===== src/phy_vendor_regs_pkg.sv =====
// package: offsets, field positions, reset values and codes of the vendor management registers
// assumes: used by the register bank and its testbench only
package phy_vendor_regs_pkg;

   // --------------------------------------------------------------------
   // register offsets (management register numbers)
   // --------------------------------------------------------------------
   localparam logic [4:0] link_mode_status_addr        = 5'h11;
   localparam logic [4:0] tenbase_config_status_addr   = 5'h12;
   localparam logic [4:0] power_down_test_control_addr = 5'h13;

   // --------------------------------------------------------------------
   // link_mode_status fields
   // --------------------------------------------------------------------
   localparam int res_fast_full_pos = 15;
   localparam int res_fast_half_pos = 14;
   localparam int res_slow_full_pos = 13;
   localparam int res_slow_half_pos = 12;
   localparam int phy_addr_lsb      = 4;
   localparam int monitor_lsb       = 0;
   localparam logic [3:0] res_mode_reset = 4'hF;
   localparam logic [3:0] monitor_reset  = 4'h0;

   // one-hot resolved modes, bit 3 = fast full down to bit 0 = slow half
   localparam logic [3:0] mode_fast_full = 4'h8;
   localparam logic [3:0] mode_fast_half = 4'h4;
   localparam logic [3:0] mode_slow_full = 4'h2;
   localparam logic [3:0] mode_slow_half = 4'h1;

   // negotiation monitor codes
   localparam logic [3:0] mon_idle         = 4'h0;
   localparam logic [3:0] mon_ability      = 4'h1;
   localparam logic [3:0] mon_ack_match    = 4'h2;
   localparam logic [3:0] mon_ack_fail     = 4'h3;
   localparam logic [3:0] mon_consist      = 4'h4;
   localparam logic [3:0] mon_consist_fail = 4'h5;
   localparam logic [3:0] mon_pd_ready     = 4'h6;
   localparam logic [3:0] mon_pd_fail      = 4'h7;
   localparam logic [3:0] mon_complete     = 4'h8;

   // --------------------------------------------------------------------
   // tenbase_config_status fields
   // --------------------------------------------------------------------
   localparam int link_pulse_on_pos    = 14;
   localparam int heartbeat_on_pos     = 13;
   localparam int squelch_normal_pos   = 12;
   localparam int jabber_on_pos        = 11;
   localparam int serial_if_select_pos = 10;
   localparam int polarity_flag_pos    = 0;
   localparam logic link_pulse_on_reset  = 1'b1;
   localparam logic heartbeat_on_reset   = 1'b1;
   localparam logic squelch_normal_reset = 1'b1;
   localparam logic jabber_on_reset      = 1'b1;
   localparam logic polarity_flag_reset  = 1'b0;

   // --------------------------------------------------------------------
   // power_down_test_control fields
   // --------------------------------------------------------------------
   localparam int          pd_test_width = 9;
   localparam logic [8:0]  pd_test_reset = 9'h000;

   // countdown from reset release to strap capture; covers both synchroniser stages
   localparam logic [1:0]  strap_wait_reset = 2'h3;

endpackage : phy_vendor_regs_pkg


===== src/phy_vendor_status_config_regs.sv =====
// register bank for three vendor management registers of a 10/100 transceiver
// assumes: the management frame decoder sits on sys_clk and hands over whole
// 16-bit accesses already matched to this phy; status inputs come from
// other logic on sys_clk except the strap and polarity detector, which are pins
// a write landing before or on the strap load cycle is dropped, so the decoder
// keeps the first three cycles after reset release quiet
// reads and writes are not expected in the same cycle
`timescale 1ns/1ps

module phy_vendor_status_config_regs
   import phy_vendor_regs_pkg::*;
(
   // clock and reset
   input  wire logic        sys_clk,
   input  wire logic        rst_b,
   // management access, one-cycle strobes, same clock domain
   input  wire logic        mgmt_wr,
   input  wire logic        mgmt_rd,
   input  wire logic [4:0]  mgmt_reg,
   input  wire logic [15:0] mgmt_wdata,
   output logic [15:0]      mgmt_rdata,
   output logic             mgmt_rvalid,
   // straps, pins sampled at reset release
   input  wire logic [4:0]  addr_strap,
   input  wire logic        serial_strap,
   // negotiation and link state from the link logic
   input  wire logic        neg_enabled,
   input  wire logic        neg_done,
   input  wire logic [3:0]  neg_mode,
   input  wire logic [3:0]  neg_state,
   input  wire logic        speed_fast,
   input  wire logic        full_duplex,
   input  wire logic        tp_loopback,
   input  wire logic        raw_link_ok,
   input  wire logic        polarity_rev_pin,
   // controls toward the data path
   output logic [4:0]       phy_addr_field,
   output logic             send_link_pulses,
   output logic             link_good,
   output logic             heartbeat_active,
   output logic             squelch_normal,
   output logic             jabber_active,
   output logic             general_serial_interface,
   output logic [8:0]       pd_subfunction,
   // shared power-down value, held elsewhere
   input  wire logic        shared_pd_level,
   input  wire logic [8:0]  pd_select
);

   // ---------------------------------------------------------------------
   // state
   // ---------------------------------------------------------------------
   typedef struct packed {
      logic [1:0]  strap_pend;
      logic [1:0]  strap_sync;
      logic [4:0]  addr_sync0;
      logic [4:0]  addr_sync1;
      logic [1:0]  pol_sync;
      logic [3:0]  res_mode;
      logic [4:0]  phy_addr;
      logic [3:0]  monitor;
      logic        link_pulse_on;
      logic        heartbeat_on;
      logic        squelch_on;
      logic        jabber_on;
      logic        serial_if_select;
      logic        polarity_reversed_flag;
      logic [8:0]  pd_test;
      logic [15:0] rdata;
      logic        rvalid;
   } regs_s;

   regs_s state_q;
   regs_s state_d;

   logic [15:0] mode_word;
   logic [15:0] tenbase_word;
   logic [15:0] pd_word;
   logic        slow_speed;

   // 10BASE-T option scope; loopback stands apart because the jabber bit
   // covers it whatever the duplex setting is
   typedef enum logic [1:0] {
      op_fast,
      op_slow_half,
      op_slow_full,
      op_slow_loop
   } op_mode_e;

   logic [4:0]  addr_strap_sync;
   logic        serial_strap_sync;
   logic        polarity_sync;
   logic        strap_load;
   logic        wr_allowed;
   logic [15:0] read_word;
   op_mode_e    op_mode;

   // ---------------------------------------------------------------------
   // read words; reserved bits are zero
   // ---------------------------------------------------------------------
   always_comb begin
      mode_word = 16'h0000;
      mode_word[res_fast_full_pos:res_slow_half_pos] = state_q.res_mode;
      mode_word[phy_addr_lsb +: 5]                   = state_q.phy_addr;
      mode_word[monitor_lsb +: 4]                    = state_q.monitor;
      tenbase_word = 16'h0000;
      tenbase_word[link_pulse_on_pos]    = state_q.link_pulse_on;
      tenbase_word[heartbeat_on_pos]     = state_q.heartbeat_on;
      tenbase_word[squelch_normal_pos]   = state_q.squelch_on;
      tenbase_word[jabber_on_pos]        = state_q.jabber_on;
      tenbase_word[serial_if_select_pos] = state_q.serial_if_select;
      tenbase_word[polarity_flag_pos]    = state_q.polarity_reversed_flag;
      pd_word = {7'h00, state_q.pd_test};
   end

   // ---------------------------------------------------------------------
   // synchronised pins and access qualifiers
   // ---------------------------------------------------------------------
   assign addr_strap_sync   = state_q.addr_sync1;
   assign serial_strap_sync = state_q.strap_sync[1];
   assign polarity_sync     = state_q.pol_sync[1];

   // the synchronisers restart from zero in reset, so the load waits for stage two
   assign strap_load = (state_q.strap_pend == 2'h1);
   assign wr_allowed = mgmt_wr && (state_q.strap_pend == 2'h0);

   // ---------------------------------------------------------------------
   // read multiplexer; unmapped numbers read zero
   // ---------------------------------------------------------------------
   always_comb begin
      case (mgmt_reg)
         link_mode_status_addr:        read_word = mode_word;
         tenbase_config_status_addr:   read_word = tenbase_word;
         power_down_test_control_addr: read_word = pd_word;
         default:                      read_word = 16'h0000;
      endcase
   end

   // ---------------------------------------------------------------------
   // operating mode seen by the 10BASE-T options
   // ---------------------------------------------------------------------
   always_comb begin
      if (speed_fast) begin
         op_mode = op_fast;
      end else if (tp_loopback) begin
         op_mode = op_slow_loop;
      end else if (full_duplex) begin
         op_mode = op_slow_full;
      end else begin
         op_mode = op_slow_half;
      end
   end

   // ---------------------------------------------------------------------
   // next state
   // ---------------------------------------------------------------------
   always_comb begin
      state_d = state_q;

      // pins pass two flops; only the second stage is read
      state_d.strap_sync = {state_q.strap_sync[0], serial_strap};
      state_d.addr_sync0 = addr_strap;
      state_d.addr_sync1 = state_q.addr_sync0;
      state_d.pol_sync   = {state_q.pol_sync[0], polarity_rev_pin};

      // straps land a few cycles after release, once the synchronisers filled;
      // a management write in that window is dropped, so the
      // frame decoder is expected to stay quiet for the first three cycles
      if (state_q.strap_pend != 2'h0) begin
         state_d.strap_pend = state_q.strap_pend - 2'h1;
      end
      if (strap_load) begin
         state_d.phy_addr         = addr_strap_sync;
         state_d.serial_if_select = serial_strap_sync;
      end

      // status fields are owned by hardware; writes never reach them
      if (neg_done) begin
         state_d.res_mode = neg_mode;
      end
      state_d.monitor                = neg_state;
      state_d.polarity_reversed_flag = polarity_sync;

      if (wr_allowed) begin
         case (mgmt_reg)
            link_mode_status_addr: begin
               state_d.phy_addr = mgmt_wdata[phy_addr_lsb +: 5];
            end
            tenbase_config_status_addr: begin
               state_d.link_pulse_on    = mgmt_wdata[link_pulse_on_pos];
               state_d.heartbeat_on     = mgmt_wdata[heartbeat_on_pos];
               state_d.squelch_on       = mgmt_wdata[squelch_normal_pos];
               state_d.jabber_on        = mgmt_wdata[jabber_on_pos];
               state_d.serial_if_select = mgmt_wdata[serial_if_select_pos];
            end
            power_down_test_control_addr: begin
               state_d.pd_test = mgmt_wdata[pd_test_width-1:0];
            end
            default: begin
            end
         endcase
      end

      // read data registered one cycle after the strobe
      state_d.rvalid = mgmt_rd;
      if (mgmt_rd) begin
         state_d.rdata = read_word;
      end
   end

   // ---------------------------------------------------------------------
   // registers
   // ---------------------------------------------------------------------
   always_ff @(posedge sys_clk) begin
      if (!rst_b) begin
         state_q                        <= '0;
         // zero covers the address, serial select, synchronisers and read port
         state_q.strap_pend             <= strap_wait_reset;
         state_q.res_mode               <= res_mode_reset;
         state_q.monitor                <= monitor_reset;
         state_q.link_pulse_on          <= link_pulse_on_reset;
         state_q.heartbeat_on           <= heartbeat_on_reset;
         state_q.squelch_on             <= squelch_normal_reset;
         state_q.jabber_on              <= jabber_on_reset;
         state_q.polarity_reversed_flag <= polarity_flag_reset;
         state_q.pd_test                <= pd_test_reset;
      end else begin
         state_q <= state_d;
      end
   end

   // ---------------------------------------------------------------------
   // controls toward the data path
   // ---------------------------------------------------------------------
   assign slow_speed     = !speed_fast;
   assign mgmt_rdata     = state_q.rdata;
   assign mgmt_rvalid    = state_q.rvalid;
   assign phy_addr_field = state_q.phy_addr;

   // heartbeat has no meaning in full duplex, so the bit is masked there
   assign heartbeat_active = state_q.heartbeat_on && !full_duplex;
   assign squelch_normal   = state_q.squelch_on;

   // the pulse bit and the serial select only matter at 10M; at 100M the
   // receiver's link status passes straight through and serial is forced off
   always_comb begin
      send_link_pulses         = 1'b0;
      link_good                = raw_link_ok;
      general_serial_interface = 1'b0;
      if (slow_speed) begin
         send_link_pulses         = state_q.link_pulse_on;
         link_good                = raw_link_ok || !state_q.link_pulse_on;
         general_serial_interface = state_q.serial_if_select;
      end
   end

   // jabber protection in 10M half duplex cannot be switched off; the bit
   // only has a say in full duplex and in transceiver loopback
   always_comb begin
      case (op_mode)
         op_fast: begin
            jabber_active = 1'b0;
         end
         op_slow_half: begin
            jabber_active = 1'b1;
         end
         op_slow_full,
         op_slow_loop: begin
            jabber_active = state_q.jabber_on;
         end
         default: begin
            jabber_active = 1'b0;
         end
      endcase
   end

   // per-field mux: selected fields follow the shared level, 1 = power down
   always_comb begin
      for (int i = 0; i < pd_test_width; i++) begin
         pd_subfunction[i] = pd_select[i] ? shared_pd_level : state_q.pd_test[i];
      end
   end

endmodule : phy_vendor_status_config_regs


===== config.mk =====
export PLATFORM = sky130hd
export DESIGN_NAME = phy_vendor_status_config_regs
export DESIGN_NICKNAME = d
export VERILOG_FILES = /design/src/phy_vendor_regs_pkg.sv /design/src/phy_vendor_status_config_regs.sv
export SDC_FILE = /design/constraint.sdc
export NUM_CORES = 1
export LEC_CHECK = 0
export ABC_AREA = 0
export BUFFER_PORTS_ARGS = -buffer_cell sky130_fd_sc_hd__buf_2
export CORE_MARGIN = 2
export CORE_UTILIZATION = 53
export DETAILED_ROUTE_END_ITERATION = 6
export PLACE_DENSITY_LB_ADDON = 0.1
export SKIP_CTS_REPAIR_TIMING = 1
export SYNTH_ARGS = -nofsm -noshare
export SYNTH_HDL_FRONTEND = slang
export SYNTH_SLANG_ARGS = --single-unit

===== constraint.sdc =====
create_clock -name sys_clk -period 2.2 [get_ports sys_clk]
set_input_delay 0 -clock sys_clk [delete_from_list [all_inputs] [get_ports sys_clk]]
set_output_delay 0 -clock sys_clk [all_outputs]
set_load 0.05 [all_outputs]

# [Word level (Yosys, flattened, before mapping)]
# Index checks and enable logic that the tools add are counted.
[word_totals] regBits=61 input_bits=56 word_cells=59
[op_classes] addsub=1 n_eq_ne=7 muxes=23 n_reduce_logical=11
[op_table] cell="$pmux 16 s3" n=1
[op_table] cell="$eq 5x5->1 const B" n=3
[op_table] cell="$mux 1" n=15
[op_table] cell="$mux 5" n=3
[op_table] cell="$mux 2" n=3
[op_table] cell="$eq 2x1->1 const B" n=2
[op_table] cell="$eq 2x2->1 const B" n=2
[op_table] cell="$logic_not 2->1" n=2
[op_table] cell="$reduce_and 2->1" n=2
[op_table] cell="$pmux 1 s3" n=1
[op_table] cell="$logic_and 1x1->1" n=2
[op_table] cell="$logic_not 1->1" n=2
[op_table] cell="$reduce_bool 2->1" n=1
[op_table] cell="$reduce_or 2->1" n=1
[op_table] cell="$sub 2x1->2 const B" n=1
[op_table] cell="$logic_or 1x1->1" n=1

# [Depth between registers and ports, before layout]
[depth] word_depth=6 mapped_depth=7

# [Least setup slack after synthesis]
# OpenSTA, ideal clock, no wires.
[synth_timing] path_kind="reg2reg" start="register state_q[59] (netlist bit)" end="register state_q, in the netlist phy_addr_field[0]" setup_time_ns=0.116 arrival_time_ns=1.388 required_time_ns=2.084 slack_ns=0.696 stages_incl_launch_ff=7 path_cell_list="dfxtp_1 inv_1 ha_1 nand2_1 or4_4 buf_6 o211a_1"
[synth_via] elab_chain_len=4 word_cells_on_any_way=6
[synth_rtl] item="start, declared" line_no="phy_vendor_status_config_regs.sv:73" rtl="regs_s state_q;"
[synth_rtl] item="start signal, assigned" line_no="phy_vendor_status_config_regs.sv:228" rtl="state_q <= state_d;"
[synth_rtl] item="$eq 2x1->1" line_no="phy_vendor_status_config_regs.sv:124" rtl="assign strap_load = (state_q.strap_pend == 2'h1);"
[synth_rtl] item="$mux 5" line_no="phy_vendor_status_config_regs.sv:172" rtl="if (strap_load) begin"
[synth_rtl] item="$mux 5" line_no="phy_vendor_status_config_regs.sv:185" rtl="case (mgmt_reg)"
[synth_rtl] item="$mux 5 *" line_no="phy_vendor_status_config_regs.sv:184" rtl="if (wr_allowed) begin"
# Mark *: on every way between the ends. The rest lies on a longest branch, timed or not.
# A chain may end at the register's enable or synchronous reset.

# [Worst setup path after layout]
[layout_timing] start="register state_q[59] (netlist bit)" end="register state_q, in the netlist squelch_normal"
[layout_via] elab_chain_len=3
[layout_rtl] item="$logic_not 2->1" line_no="phy_vendor_status_config_regs.sv:125" rtl="assign wr_allowed = mgmt_wr && (state_q.strap_pend == 2'h0);"
[layout_rtl] item="$logic_and 1x1->1" line_no="phy_vendor_status_config_regs.sv:125"
[layout_rtl] item="$reduce_and 2->1 (no line)"
# Every way passes these cells.

==> summary.txt <==
Status
  – Status: finished with violations
  – Failing checks: hold timing

Die
  – Die height: 73.1 um
  – Row count: 25
  – Starting Density: 54.3%
  – Core area: 4660 sq um
  – Die X-Extent: 73.1 um
  – Top Ports: 93
  – DIE AREA: 5340 sq um

Routing
  – Drt wl/cell: 13.5 um
  – Antenna viol nets, final: 0
  – Final WL: 5600 um
  – DR vias: 2083
  – DRT Pass-1 Iters: 4
  – DR vias/cell: 5.02
  – First-iteration detailed-routing DRC count: 114
  – Drt drc: 0

Yosys
  – Mean Syn Cell Area: 9.81 sq um
  – Most frequent cell after synthesis: dfxtp_1
  – Net Count, Synth: 316
  – Ys Warns: 0
  – Top FF cell, synth: dfxtp_1
  – Synth cell types: 31
  – Mapped cell area: 2530 sq um
  – Synth top cells by count: dfxtp_1 (60), nand2_1 (31), mux2i_1 (22), buf_4 (21), and2_1 (20)
  – #FFs+latches synth: 60
  – Cell taking the most area after synthesis: dfxtp_1
  – Synth top area cells: dfxtp_1 (47%), mux2i_1 (8.7%), buf_4 (6.2%), and2_1 (4.9%), mux2_2 (4.9%)
  – Post-synthesis cell count: 258
  – Seq/Total Area, Yosys: 47.5%
  – Synth top area share: 47.5%
  – Post-synth ARST share: 0%
  – Post-synth EDFFs: 0

Global routing
  – Initial antenna violation count: 0
  – First-pass GRT wire length: 8230 um
  – Overflow after GRT: 0
  – Global Route Usage Sum: 20.8%
  – Largest net degree at the start of global routing: 30
  – Vias in the first global route: 1721

Setup path
  – Reg2Reg Launch Point: state_q[59]$_SDFFE_PN1P_
  – Flop2flop setup slack: 580 ps
  – Worst Setup SP: state_q[59]$_SDFFE_PN1P_
  – Critical path class: reg2reg
  – Required time worst endpoint: 2410 ps
  – CP arrival: 1830 ps
  – Crit-path most repeated cell: nand2_1
  – CP max stage delay: 460 ps
  – Startpoint types: register
  – Slowest-stage cell, CP: nor3_2
  – Critical R2R Capture: squelch_normal$_SDFFE_PN1P_
  – Critical-path maximum fanout: 6
  – Worst-path cell chain: inv_1 -> ha_1 -> nand2_1 -> nor3_2 -> mux2i_1 -> nand2_1
  – Crit path capture type: register
  – R2r worst-path depth: 6

Clock network
  – CTS Buf Count: 9
  – CTS root buf: clkbuf_8
  – Worst-path clk slew: 60 ps
  – CTS tree: built
  – H-tree depth: 3
  – CTS Sinks: 60
  – Worst-Skew Late Latency: 330 ps
  – Clock Tree Buf Depth: 2

Finish
  – Ant. Diodes: 0
  – Final nets: 414
  – Final Cell Area: 3310 sq um
  – Fillers: 395
  – Area grow syn2layout: 31.0%
  – Storage element area: 1200 sq um
  – Share of layout cells above drive strength 1: 33.0%
  – Multi-input gate area: 1100 sq um

Hold path
  – Hold Path Sink: mode_word[12]$_SDFFE_PN1P_
  – Hold Crit Depth: 3
  – Hold Crit Start: neg_done
  – Min-Delay Path Class: in2reg

STA
  – Hold Slack: -13.3 ps
  – Finish-stage setup viols: 0
  – Least-Margin Pin Slew: 774 ps
  – Fin crit period: 1620 ps
  – Sum Neg Setup Slack: 0 ps
  – Final Skew: 5.71 ps
  – RSZ-0062 raised after global routing: false
  – Hold Vio Cnt, Final: 2
  – Slew HR: 48.3%
  – F_max: 616 MHz
  – Max-slew violation count: 0
  – Fin crit share: 73.8%

Place
  – Gpl congestion: 0.804
  – I/O Buffers: 88
  – HPWL Detailed: 3660 um
  – Post-DP Area: 2850 sq um

Power and ir drop
  – Leak: 0.00150 uW
  – Maximum VDD drop: 0.463 mV
  – PwrDens: 688 nW/um^2

Job
  – MaxCap Viol Count: 0
## worst max path at each step
| stage | endpoint | slack, ps | cells after the start |
|---|---|---|---|
| 2_1_floorplan | phy_addr_field[0]$_SDFF_PN0_ | 700 | 6 |
| 3_3_place_gp | state_q[30]$_SDFFE_PN1P_ | 630 | 6 |
| 3_5_place_dp | state_q[30]$_SDFFE_PN1P_ | 590 | 6 |
| 4_1_cts | squelch_normal$_SDFFE_PN1P_ | 560 | 6 |
| 5_1_grt | state_q[30]$_SDFFE_PN1P_ | 450 | 6 |
| 6_report | squelch_normal$_SDFFE_PN1P_ | 580 | 6 |
## placed cells by master (no fill, tap or decap), types with 2 or more instances in the layout
cell | Yosys | final
nand2_1 | 31 | 31
nor2_1 | 5 | 5
inv_1 | 4 | 4
clkbuf_1 | 10 | 4
ha_1 | 2 | 2
nand3_1 | 4 | 4
nor3_2 | 1 | 2
nor2b_1 | 14 | 14
dlygate4sd3_1 | 0 | 30
buf_2 | 3 | 88
o21ai_0 | 13 | 13
nor3_1 | 3 | 2
mux2_2 | 11 | 11
dfxtp_1 | 60 | 60
o211a_1 | 5 | 5
clkinv_2 | 0 | 2
nand2b_1 | 4 | 4
and2_1 | 20 | 20
a22oi_1 | 11 | 11
mux2i_1 | 22 | 22
a21boi_0 | 3 | 3
clkbuf_8 | 0 | 10
buf_4 | 21 | 4
## registers in the layout (all words and copies together), names as in the netlist
| register | cells |
|---|---|
| addr_strap_sync | 5 |
| mgmt_rdata | 15 |
| mgmt_rvalid | 1 |
| mode_word | 8 |
| pd_word | 9 |
| phy_addr_field | 5 |
| polarity_sync | 1 |
| serial_strap_sync | 1 |
| squelch_normal | 1 |
| state_d | 7 |
| state_q | 7 |
## cell type report
class | instances | area share (%)
multi-input cells | 159 | 33.1
clock buffers | 14 | 4.61
inverters | 4 | 0.453
clock inverters | 2 | 0.302
repair buffers | 122 | 23.3
flip-flops and latches | 60 | 36.2
well taps | 54 | 2.04
## critical path: cells and delay by family, from the launching register on
family | cells | cell delay [ps]
adder cells (fa/ha/maj) | 1 | 200
buffers and inverters | 1 | 70
flip-flops | 1 | 340
multiplexers | 1 | 260
AND/OR/NAND/NOR | 3 | 640
## stage by stage
step | hold slack [ps] | utilization [%] | cells | power [uW] | setup slack [ps]
after detailed placement | 210 | 61.2 | 369 | 1430 | 591
after CTS | -138 | 64.7 | 385 | 2260 | 563
after global routing | 2.28 | 71.1 | 415 | 2380 | 446
after global placement | 205 | 61.2 | 369 | 1430 | 628
after floorplan | 127 | - | 258 | 1350 | 696
final | -13.3 | 71.1 | 415 | 2280 | 577
## report_power, final
| part | internal, uW | total (uW) | switching, uW |
|---|---|---|---|
| registers | 1120 | 1140 | 14.4 |
| clock network | 437 | 829 | 392 |
| logic | 147 | 314 | 168 |
## cell families after synthesis
family | after synthesis | synth area share (%)
adder cells (fa/ha/maj) | 2 | 0.989
multiplexers | 33 | 13.6
AND/OR/NAND/NOR | 86 | 18.2
XOR/XNOR | 1 | 0.346
other | 1 | 0.148
buffers and inverters | 39 | 9.35
AO/OA/AOI/OAI | 36 | 9.89
flip-flops | 60 | 47.5
## metal layers
| metal | wire length (um) | track usage [%] | vias to the layer above |
|---|---|---|---|
| li1 | - | - | 1040 |
| met1 | 2480 | 28.1 | 950 |
| met2 | 2630 | 30.0 | 85 |
| met3 | 395 | 5.80 | 8 |
| met4 | 96 | 11.3 | 0 |
| met5 | 0 | 0 | - |
Power figures use the tool's default switching activity.
